`src/logic/lmb_params.svh`:
```
`ifndef LMB_PARAMS_SVH
`define LMB_PARAMS_SVH

// Size of one message buffer in bytes.
`define LMB_BUF_BYTES 7'h60
// Number of HDLC controllers that can own the buffers.
`define LMB_CTRL_COUNT 3
// Register indices; the byte address on the bus is four times the index.
`define LMB_IDX_SEL 16'h011B
`define LMB_IDX_TXCNT1 16'h0114
`define LMB_IDX_TXCNT2 16'h0144
`define LMB_IDX_TXCNT3 16'h0154
`define LMB_IDX_RXCNT1 16'h0115
`define LMB_IDX_RXCNT2 16'h0145
`define LMB_IDX_RXCNT3 16'h0155
`define LMB_IDX_BUF0 16'h0600
`define LMB_IDX_BUF1 16'h0700
`define LMB_IDX_ISTAT 16'h0120
`define LMB_IDX_IMASK 16'h0121
// Reset values.
`define LMB_RST_SEL 2'h0
`define LMB_RST_BYTE 8'h00
`define LMB_RST_IDX 7'h00
`define LMB_RST_IRQ 3'h0
// Interrupt status bit positions.
`define LMB_IRQ_RX_END_OF_TRANSFER_IRQ 0
`define LMB_IRQ_TXDONE 1
`define LMB_IRQ_RXOVF 2

`endif

```
`src/logic/lmb_pkg.sv`:
```
`include "lmb_params.svh"

package lmb_pkg;
  typedef logic [7:0] lmb_byte_t;
  typedef logic [6:0] lmb_idx_t;
  typedef logic [15:0] lmb_reg_idx_t;
  typedef logic [2:0] lmb_irq_t;
  typedef enum logic {
    LMB_TX_IDLE = 1'b0,
    LMB_TX_SEND = 1'b1
  } lmb_tx_state_t;
endpackage : lmb_pkg

```
`src/logic/lmb_byte_store.sv`:
```
`include "lmb_params.svh"

module lmb_byte_store (
  input wire logic core_clk,
  input wire logic rstn,
  input wire logic wrEn,
  input wire lmb_pkg::lmb_idx_t wrIdx,
  input wire lmb_pkg::lmb_byte_t wrData,
  input wire lmb_pkg::lmb_idx_t rdIdx,
  output lmb_pkg::lmb_byte_t rdData
);
  import lmb_pkg::*;

  lmb_byte_t mem [`LMB_BUF_BYTES];

  // One flip-flop byte per entry, written when its index is addressed.
  genvar e;
  generate
    for (e = 0; e < `LMB_BUF_BYTES; e++) begin : g_entry
      always_ff @(posedge core_clk or negedge rstn) begin
        if (!rstn) begin
          mem[e] <= `LMB_RST_BYTE;
        end else if (wrEn && wrIdx == lmb_idx_t'(e)) begin
          mem[e] <= wrData;
        end
      end
    end
  endgenerate

  // Reads past the end of the buffer return zero.
  assign rdData = (rdIdx < `LMB_BUF_BYTES) ? mem[rdIdx] : `LMB_RST_BYTE;
endmodule : lmb_byte_store

```
`src/logic/lmb_access.sv`:
```
// Notes on behaviour
// - Second 96-byte buffer behind one auto-incrementing location.
// - Select register picks controller; accesses routed there.
// - Bytes in free second buffer go out framed.
// - Sent transmit bytes are not readable back.
// - Receive pointer flag names buffer holding message.
// - Reads of second buffer return received message.
// - Buffer accesses advance the byte index up to 96; writes to a busy transmit buffer do not.
// - First buffer has its own auto-incrementing location.
`include "lmb_params.svh"

module lmb_access (
  input wire logic core_clk,
  input wire logic rstn,
  input wire logic hsel,
  input wire logic [31:0] haddr,
  input wire logic [1:0] htrans,
  input wire logic hwrite,
  input wire logic [2:0] hsize,
  input wire logic [31:0] hwdata,
  input wire logic hready,
  output logic [31:0] hrdata,
  output logic hreadyout,
  output logic hresp,
  output logic [1:0] hdlcSel,
  output lmb_pkg::lmb_byte_t txData,
  output logic txValid,
  output logic txLast,
  input wire logic txReady,
  input wire lmb_pkg::lmb_byte_t rxData,
  input wire logic rxValid,
  input wire logic rxLast,
  output logic irq
);
  import lmb_pkg::*;
  localparam lmb_reg_idx_t TX_CNT_IDX [`LMB_CTRL_COUNT] = '{`LMB_IDX_TXCNT1, `LMB_IDX_TXCNT2, `LMB_IDX_TXCNT3};
  localparam lmb_reg_idx_t RX_CNT_IDX [`LMB_CTRL_COUNT] = '{`LMB_IDX_RXCNT1, `LMB_IDX_RXCNT2, `LMB_IDX_RXCNT3};
  localparam lmb_reg_idx_t BUF_IDX [2] = '{`LMB_IDX_BUF0, `LMB_IDX_BUF1};
  // Bus state.
  logic wrPend, next_wrPend, rdPend, next_rdPend, next_hreadyout;
  lmb_reg_idx_t busAddr, next_busAddr;
  logic [31:0] next_hrdata;
  // Register state.
  logic [1:0] sel, next_sel;
  lmb_idx_t txCnt [`LMB_CTRL_COUNT], next_txCnt [`LMB_CTRL_COUNT];
  lmb_irq_t irqStatus, next_irqStatus, irqMask, next_irqMask, irqEv;
  // Transmit state.
  lmb_tx_state_t txState, next_txState;
  logic [1:0] txBusy, next_txBusy;
  logic txNext, next_txNext, txSendBuf, next_txSendBuf;
  lmb_idx_t txLen [2], next_txLen [2];
  lmb_idx_t txWrIdx [2], next_txWrIdx [2];
  lmb_idx_t txSendIdx, next_txSendIdx;
  lmb_byte_t next_txData;
  logic next_txValid, next_txLast, txDoneEv, txLaunch;
  lmb_idx_t txLaunchLen;
  // Receive state.
  logic rxFillBuf, next_rxFillBuf, rxPtr, next_rxPtr, rxEotEv, rxOvfEv;
  lmb_idx_t rxFillIdx, next_rxFillIdx, rxLen, next_rxLen;
  lmb_idx_t rxRdIdx [2], next_rxRdIdx [2];
  // Store ports.
  lmb_byte_t txRd [2], rxRd [2];
  logic [1:0] txStoreWr, rxStoreWr;
  logic addrTaken, wrDo;
  // An address phase counts only while the bus is ready; write data follows one cycle later.
  assign addrTaken = hsel && htrans[1] && hready;
  assign wrDo = wrPend && hready;
  // Two stores per buffer: a transmit side written by software and a receive side read by software.
  for (genvar b = 0; b < 2; b++) begin : g_buf
    assign txStoreWr[b] = wrDo && busAddr == BUF_IDX[b] && !txBusy[b] && txWrIdx[b] < `LMB_BUF_BYTES;
    assign rxStoreWr[b] = rxValid && rxFillBuf == 1'(b) && rxFillIdx < `LMB_BUF_BYTES;
    lmb_byte_store u_tx_store (.core_clk(core_clk), .rstn(rstn), .wrEn(txStoreWr[b]), .wrIdx(txWrIdx[b]),
      .wrData(hwdata[7:0]), .rdIdx(txSendIdx), .rdData(txRd[b]));
    lmb_byte_store u_rx_store (.core_clk(core_clk), .rstn(rstn), .wrEn(rxStoreWr[b]), .wrIdx(rxFillIdx),
      .wrData(rxData), .rdIdx(rxRdIdx[b]), .rdData(rxRd[b]));
  end
  // Bus slave: writes finish without wait, reads add one wait state so that a preceding write is visible.
  always_comb begin
    next_wrPend = addrTaken && hwrite && hsize <= 3'h2;
    next_rdPend = addrTaken && !hwrite;
    next_busAddr = addrTaken ? haddr[17:2] : busAddr;
    next_hreadyout = !(addrTaken && !hwrite);
    next_hrdata = hrdata;
    if (rdPend) begin
      next_hrdata = 32'h0000_0000;
      if (busAddr == `LMB_IDX_SEL) begin
        next_hrdata[1:0] = sel;
      end else if (busAddr == `LMB_IDX_ISTAT) begin
        next_hrdata[2:0] = irqStatus;
      end else if (busAddr == `LMB_IDX_IMASK) begin
        next_hrdata[2:0] = irqMask;
      end else if (busAddr == BUF_IDX[0]) begin
        next_hrdata[7:0] = rxRd[0];
      end else if (busAddr == BUF_IDX[1]) begin
        next_hrdata[7:0] = rxRd[1];
      end else begin
        for (int k = 0; k < `LMB_CTRL_COUNT; k++) begin
          if (busAddr == TX_CNT_IDX[k]) begin
            next_hrdata[7:0] = {txNext && sel == 2'(k), txCnt[k]};
          end else if (busAddr == RX_CNT_IDX[k]) begin
            next_hrdata[7:0] = (sel == 2'(k)) ? {rxPtr, rxLen} : `LMB_RST_BYTE;
          end
        end
      end
    end
  end
  // Bus response registers; unmapped indices simply match no branch and read zero.
  always_ff @(posedge core_clk or negedge rstn) begin
    if (!rstn) begin
      wrPend <= 1'b0;
      rdPend <= 1'b0;
      busAddr <= 16'h0000;
      hreadyout <= 1'b1;
      hrdata <= 32'h0000_0000;
      hresp <= 1'b0;
    end else begin
      wrPend <= next_wrPend;
      rdPend <= next_rdPend;
      busAddr <= next_busAddr;
      hreadyout <= next_hreadyout;
      hrdata <= next_hrdata;
      hresp <= 1'b0;
    end
  end
  // Control registers and the sticky interrupt status; a new event wins over a clear in the same cycle.
  always_comb begin
    next_sel = sel;
    next_txCnt = txCnt;
    next_irqMask = irqMask;
    irqEv = 3'h0;
    irqEv[`LMB_IRQ_RX_END_OF_TRANSFER_IRQ] = rxEotEv;
    irqEv[`LMB_IRQ_TXDONE] = txDoneEv;
    irqEv[`LMB_IRQ_RXOVF] = rxOvfEv;
    next_irqStatus = irqStatus | irqEv;
    if (wrDo) begin
      if (busAddr == `LMB_IDX_SEL && hwdata[1:0] < 2'(`LMB_CTRL_COUNT)) begin
        next_sel = hwdata[1:0];
      end else if (busAddr == `LMB_IDX_ISTAT) begin
        next_irqStatus = (irqStatus & ~hwdata[2:0]) | irqEv;
      end else if (busAddr == `LMB_IDX_IMASK) begin
        next_irqMask = hwdata[2:0];
      end else begin
        for (int k = 0; k < `LMB_CTRL_COUNT; k++) begin
          if (busAddr == TX_CNT_IDX[k]) begin
            next_txCnt[k] = hwdata[6:0];
          end
        end
      end
    end
  end
  always_ff @(posedge core_clk or negedge rstn) begin
    if (!rstn) begin
      sel <= `LMB_RST_SEL;
      hdlcSel <= `LMB_RST_SEL;
      txCnt <= '{default: `LMB_RST_IDX};
      irqStatus <= `LMB_RST_IRQ;
      irqMask <= `LMB_RST_IRQ;
      irq <= 1'b0;
    end else begin
      sel <= next_sel;
      hdlcSel <= next_sel;
      txCnt <= next_txCnt;
      irqStatus <= next_irqStatus;
      irqMask <= next_irqMask;
      irq <= |(next_irqStatus & next_irqMask);
    end
  end
  // Writing a non-zero count to the selected controller's count register hands the free buffer to the sender.
  assign txLaunchLen = (hwdata[6:0] > `LMB_BUF_BYTES) ? `LMB_BUF_BYTES : hwdata[6:0];
  assign txLaunch = wrDo && busAddr == TX_CNT_IDX[sel] && hwdata[6:0] != 7'h00 && !txBusy[txNext];
  // Transmit side: host loading, buffer alternation and the byte stream towards the framer.
  always_comb begin
    next_txBusy = txBusy;
    next_txNext = txNext;
    next_txLen = txLen;
    next_txWrIdx = txWrIdx;
    next_txState = txState;
    next_txSendBuf = txSendBuf;
    next_txSendIdx = txSendIdx;
    next_txData = txData;
    next_txValid = txValid;
    next_txLast = txLast;
    txDoneEv = 1'b0;
    for (int i = 0; i < 2; i++) begin
      if (txStoreWr[i]) begin
        next_txWrIdx[i] = txWrIdx[i] + 7'h01;
      end
    end
    if (txLaunch) begin
      next_txBusy[txNext] = 1'b1;
      next_txLen[txNext] = txLaunchLen;
      next_txWrIdx[txNext] = `LMB_RST_IDX;
      next_txNext = !txNext;
    end
    case (txState)
      LMB_TX_IDLE: begin
        if (txBusy[txSendBuf]) begin
          next_txState = LMB_TX_SEND;
          next_txSendIdx = `LMB_RST_IDX;
        end
      end
      LMB_TX_SEND: begin
        if (!txValid || txReady) begin
          if (txSendIdx < txLen[txSendBuf]) begin
            next_txValid = 1'b1;
            next_txData = txRd[txSendBuf];
            next_txLast = txSendIdx == txLen[txSendBuf] - 7'h01;
            next_txSendIdx = txSendIdx + 7'h01;
          end else begin
            next_txValid = 1'b0;
            next_txLast = 1'b0;
            next_txBusy[txSendBuf] = 1'b0;
            next_txSendBuf = !txSendBuf;
            next_txState = LMB_TX_IDLE;
            txDoneEv = 1'b1;
          end
        end
      end
      default: next_txState = LMB_TX_IDLE;
    endcase
  end
  always_ff @(posedge core_clk or negedge rstn) begin
    if (!rstn) begin
      txBusy <= 2'h0;
      txNext <= 1'b0;
      txLen <= '{default: `LMB_RST_IDX};
      txWrIdx <= '{default: `LMB_RST_IDX};
      txState <= LMB_TX_IDLE;
      txSendBuf <= 1'b0;
      txSendIdx <= `LMB_RST_IDX;
      txData <= `LMB_RST_BYTE;
      txValid <= 1'b0;
      txLast <= 1'b0;
    end else begin
      txBusy <= next_txBusy;
      txNext <= next_txNext;
      txLen <= next_txLen;
      txWrIdx <= next_txWrIdx;
      txState <= next_txState;
      txSendBuf <= next_txSendBuf;
      txSendIdx <= next_txSendIdx;
      txData <= next_txData;
      txValid <= next_txValid;
      txLast <= next_txLast;
    end
  end
  // Receive side: fill alternate buffers, publish the pointer at the end of a message, advance host reads.
  always_comb begin
    next_rxFillBuf = rxFillBuf;
    next_rxFillIdx = rxFillIdx;
    next_rxPtr = rxPtr;
    next_rxLen = rxLen;
    next_rxRdIdx = rxRdIdx;
    rxEotEv = 1'b0;
    rxOvfEv = 1'b0;
    for (int i = 0; i < 2; i++) begin
      if (rdPend && busAddr == BUF_IDX[i] && rxRdIdx[i] < `LMB_BUF_BYTES) begin
        next_rxRdIdx[i] = rxRdIdx[i] + 7'h01;
      end
    end
    if (rxValid) begin
      if (rxFillIdx < `LMB_BUF_BYTES) begin
        next_rxFillIdx = rxFillIdx + 7'h01;
      end else begin
        rxOvfEv = 1'b1;
      end
      if (rxLast) begin
        next_rxPtr = rxFillBuf;
        next_rxLen = (rxFillIdx < `LMB_BUF_BYTES) ? rxFillIdx + 7'h01 : `LMB_BUF_BYTES;
        next_rxRdIdx[rxFillBuf] = `LMB_RST_IDX;
        next_rxFillBuf = !rxFillBuf;
        next_rxFillIdx = `LMB_RST_IDX;
        rxEotEv = 1'b1;
      end
    end
  end
  always_ff @(posedge core_clk or negedge rstn) begin
    if (!rstn) begin
      rxFillBuf <= 1'b0;
      rxFillIdx <= `LMB_RST_IDX;
      rxPtr <= 1'b0;
      rxLen <= `LMB_RST_IDX;
      rxRdIdx <= '{default: `LMB_RST_IDX};
    end else begin
      rxFillBuf <= next_rxFillBuf;
      rxFillIdx <= next_rxFillIdx;
      rxPtr <= next_rxPtr;
      rxLen <= next_rxLen;
      rxRdIdx <= next_rxRdIdx;
    end
  end
endmodule : lmb_access

```
`config.mk`:
```
export PLATFORM = sky130hd
export DESIGN_NAME = lmb_access
export DESIGN_NICKNAME = d
export VERILOG_FILES = /design/src/logic/lmb_pkg.sv /design/src/logic/lmb_byte_store.sv /design/src/logic/lmb_access.sv
export VERILOG_INCLUDE_DIRS = /design/src /design/src/logic
export SDC_FILE = /design/constraint.sdc
export NUM_CORES = 2
export LEC_CHECK = 0
export CAP_MARGIN = 20
export CORE_UTILIZATION = 35
export DETAILED_ROUTE_END_ITERATION = 7
export DONT_BUFFER_PORTS = 1
export GPL_ROUTABILITY_DRIVEN = 0
export PLACE_DENSITY_LB_ADDON = 0.25
export SLEW_MARGIN = 5
export SYNTH_ARGS = -nofsm -noshare
export SYNTH_HDL_FRONTEND = slang
export SYNTH_SLANG_ARGS = --single-unit
```
`constraint.sdc`:
```
create_clock -name core_clk -period 4.7 [get_ports core_clk]
set_clock_uncertainty 0.1 [all_clocks]
set_input_delay 0 -clock core_clk [delete_from_list [all_inputs] [get_ports core_clk]]
set_output_delay 0 -clock core_clk [all_outputs]
set_load 0.1 [all_outputs]
```
==> results.py <==
metrics = {
    "clocking": {
        "ctsHoldBuffers": 100,
        "clkLatencyLatePin_ns": 0.95,
        "cts.sinks": 3209,
        "numCtsBuffers": 345,
        "cts_setup_buffers": 0,
        "tritoncts": "done",
        "clk_path_buf_depth": 4,
        "htreeDepth": 5,
        "clk_pin_slew_ns": 0.06,
        "cts.repair.resized": 0,
        "root_buffer": "clkbuf_16",
    },
    "critical_path": {
        "timing.critical_path.fanout_max": 15,
        "crit_arrival_ns": 4.98,
        "r2r_cells": 10,
        "crit_chain": "nor4_4, buf_4, and4_2, nand4_1, nor2_1, nand2_1, nor2_1, buf_4, mux2_2, dlygate4sd3_1",
        "cp_slowest_cell": "nor4_4",
        "cp_slowest_stage_delay_ns": 0.68,
        "crit_path_end_kind": "flop",
        "startpoint_type": "flop",
        "critPathRequiredTime_ns": 5.42,
        "critPathKind": "reg2reg",
    },
    "cells_and_area": {
        "nets": 9778,
        "area_growth_pct": 14.2,
        "drive_gt1_frac": 0.503,
        "fillers": 38480,
        "multi_input_area_um2": 64500,
        "register_area_um2": 80300,
    },
    "synth": {
        "synth_cells": 9558,
        "syn_area_per_cell_um2": 15.5,
        "ys_types": 92,
        "synthFlopType": "dfrtp_1",
        "synth-edff-count": 0,
        "synth_area_um2": 148000,
        "yosys_register_bits": 3209,
        "yosysWarnings": 0,
        "synth_seq_area_share": 0.543,
        "ys_async_sr_fraction": 1.00,
    },
    "timing": {
        "hold_ws_ns": -0.753,
        "fmax_mhz": 235,
        "tightest_slew_ns": 1.56,
        "setup_viol": 0,
        "finalCritPeriodShare": 0.907,
        "maxSlewHeadroom": -0.0404,
        "finalMaxSlewViolations": 35,
        "tns_ns": 0,
        "rsz0062_at_grt": "no",
        "fin_crit_ns": 4.26,
        "hold_viol_final": 416,
    },
    "floorplanning": {
        "die-width_um": 652,
        "start_util": 0.352,
        "die_area_um2": 425000,
        "core-area_um2": 420000,
        "row_count": 238,
        "fp.dieH_um": 652,
        "ioPinCount": 132,
    },
    "route": {
        "antenna_left": 0,
        "via_per_inst": 5.45,
        "drc": 0,
        "first_iter_violations": 6001,
        "avgRoutedWirePerCell_um": 26.2,
        "firstDrtPassIters": 6,
        "wl_um": 409000,
        "num_vias": 84870,
    },
    "status": {
        "violations": "hold timing, slew limit",
        "status": "finished with violations",
    },
    "place": {
        "portBuffers": 0,
        "dp_hpwl_um": 253000,
    },
    "min_path": {
        "hp-class": "in2async",
    },
    "job": {
        "maxCapViolCount": 0,
    },
    "power": {
        "leakage_nw": 79.0,
        "max-vdd-ir-drop_mv": 0.345,
        "power_density_nw_per_um2": 369,
    },
    "grt": {
        "overflow": 0,
        "grt_usage": 0.191,
        "grt_max_degree": 278,
        "grt_first_pass_wirelength_um": 620000,
        "grt_antenna_before_repair": 20,
        "grt_pass1_vias": 91542,
    },
}
## flip-flops by register name, indices dropped and copies added (netlist names), 2 cells and up
signal,count
hrdata,8
rxRdIdx,14
txCnt,21
txLen,14
g_buf.u_tx_store.mem,1536
g_buf.u_rx_store.mem,1536
busAddr,16
rxFillIdx,7
txData,8
txBusy,2
txWrIdx,14
txSendIdx,7
irqMask,3
irqStatus,3
rxLen,7
sel,2
## per-layer routing
layer,part of all wire,track usage
met5,0.000061,0
met1,0.44,0.265
met3,0.045,0.0267
met2,0.48,0.313
met4,0.032,0.0572
## layout by cell type, fill, tap and decap left out, types with 64 or more instances in the layout
cell type,n
dlygate4sd3_1,81
clkbuf_16,353
nand2_1,313
mux4_2,828
mux2i_1,164
dfrtp_1,3195
clkinv_2,64
a21oi_1,78
mux2_2,3015
nor2_1,271
o21ai_0,67
mux2_4,104
clkbuf_1,64
clkbuf_8,77
nand3_1,94
buf_4,320
## report_power, final
| part | internal [mW] | leakage [nW] | switching [mW] | total (mW) |
|---|---|---|---|---|
| clock | 16.5 | 5.76 | 11.5 | 28.0 |
| combinational | 1.95 | 28.8 | 2.79 | 4.74 |
| sequential | 28.8 | 44.3 | 0.709 | 29.5 |
## worst paths after layout
check,start,endpoint,slack [ns]
setup / recovery,busAddr[7]$_DFFE_PN0P_,g_buf[1].u_tx_store.mem[220]$_DFFE_PN0P_,0.44
hold / removal,rstn,g_buf[1].u_tx_store.mem[249]$_DFFE_PN0P_,-0.75
setup reg to reg,busAddr[7]$_DFFE_PN0P_,g_buf[1].u_tx_store.mem[220]$_DFFE_PN0P_,0.44
hold reg to reg,rxLen[5]$_DFFE_PN0P_,rxLen[5]$_DFFE_PN0P_,0.38
max in group asynchronous,rstn,g_buf[0].u_rx_store.mem[685]$_DFFE_PN0P_,0.84
min in group core_clk,hready,sel[1]$_DFFE_PN0P_,0.02
## area by class of cell
| cell class | instances | area share |
|---|---|---|
| diodes | 8 | 0.000119 |
| clock buffers | 492 | 0.0597 |
| clock inverters | 124 | 0.00930 |
| inverters | 45 | 0.00101 |
| multi-input cells | 5579 | 0.382 |
| flip-flops and latches | 3209 | 0.476 |
| well taps | 5640 | 0.0418 |
| repair buffers | 486 | 0.0307 |
## cell families (layout without fill, tap and decap cells)
family | after synthesis | after routing | synth area share
AND/OR/NAND/NOR | 969 | 969 | 0.0336
adder cells (fa/ha/maj) | 27 | 27 | 0.00228
multiplexers | 4119 | 4119 | 0.378
buffers and inverters | 794 | 1147 | 0.0217
XOR/XNOR | 36 | 36 | 0.00213
AO/OA/AOI/OAI | 403 | 403 | 0.0191
flip-flops | 3209 | 3209 | 0.543
other | 1 | 33 | 0.0000254
## cell usage after synthesis, types with 12 or more instances
cell type  count  area share
nor4_1        22     0.00093
o21ai_0       68      0.0023
dfrtp_1     3208        0.54
nand4_1       23     0.00097
a221oi_1      23      0.0014
xnor2_1       24      0.0014
nor2b_1       24      0.0010
mux4_2       828        0.13
a22o_1        13     0.00077
nor2_1       272      0.0069
nand2_1      313      0.0079
or3_1         13     0.00055
a22oi_1       39      0.0020
clkbuf_1     568       0.014
and3_1        27      0.0011
a21oi_1       78      0.0026
nor3_1        40      0.0014
inv_1         40      0.0010
ha_1          27      0.0023
nor2_8        24      0.0032
o221ai_1      36      0.0021
nand3_1       94      0.0032
buf_1         78      0.0020
mux2i_1      164       0.011
buf_4         40      0.0020
mux2_4       104       0.011
buf_2         60      0.0020
xor2_1        12     0.00071
and2_1        25      0.0011
o22ai_1       36      0.0015
mux2_2      3015        0.23
nand2b_1      25      0.0011
## per-stage QoR
step | instance area [um^2] | util | total power [mW] | std cells | setup WS, ns
5_1_grt | 169000 | 0.402 | 64.6 | 15580 | 0.191
3_5_place_dp | 156000 | 0.370 | 34.1 | 14848 | 0.390
3_3_place_gp | 156000 | 0.370 | 33.9 | 14840 | 0.513
6_report | 169000 | 0.402 | 62.3 | 15583 | 0.438
2_1_floorplan | 148000 | - | 32.5 | 9582 | 1.13
4_1_cts | 169000 | 0.401 | 63.1 | 15564 | 0.505
## worst max-delay path, delay by kind of cell, from the launching register on
| kind | cells | cell delay (ns) |
|---|---|---|
| buffers and inverters | 3 | 1.05 |
| DFF | 1 | 0.40 |
| and+or+nand+nor | 6 | 2.26 |
| muxes | 1 | 0.35 |
Power figures use the tool's default switching activity.
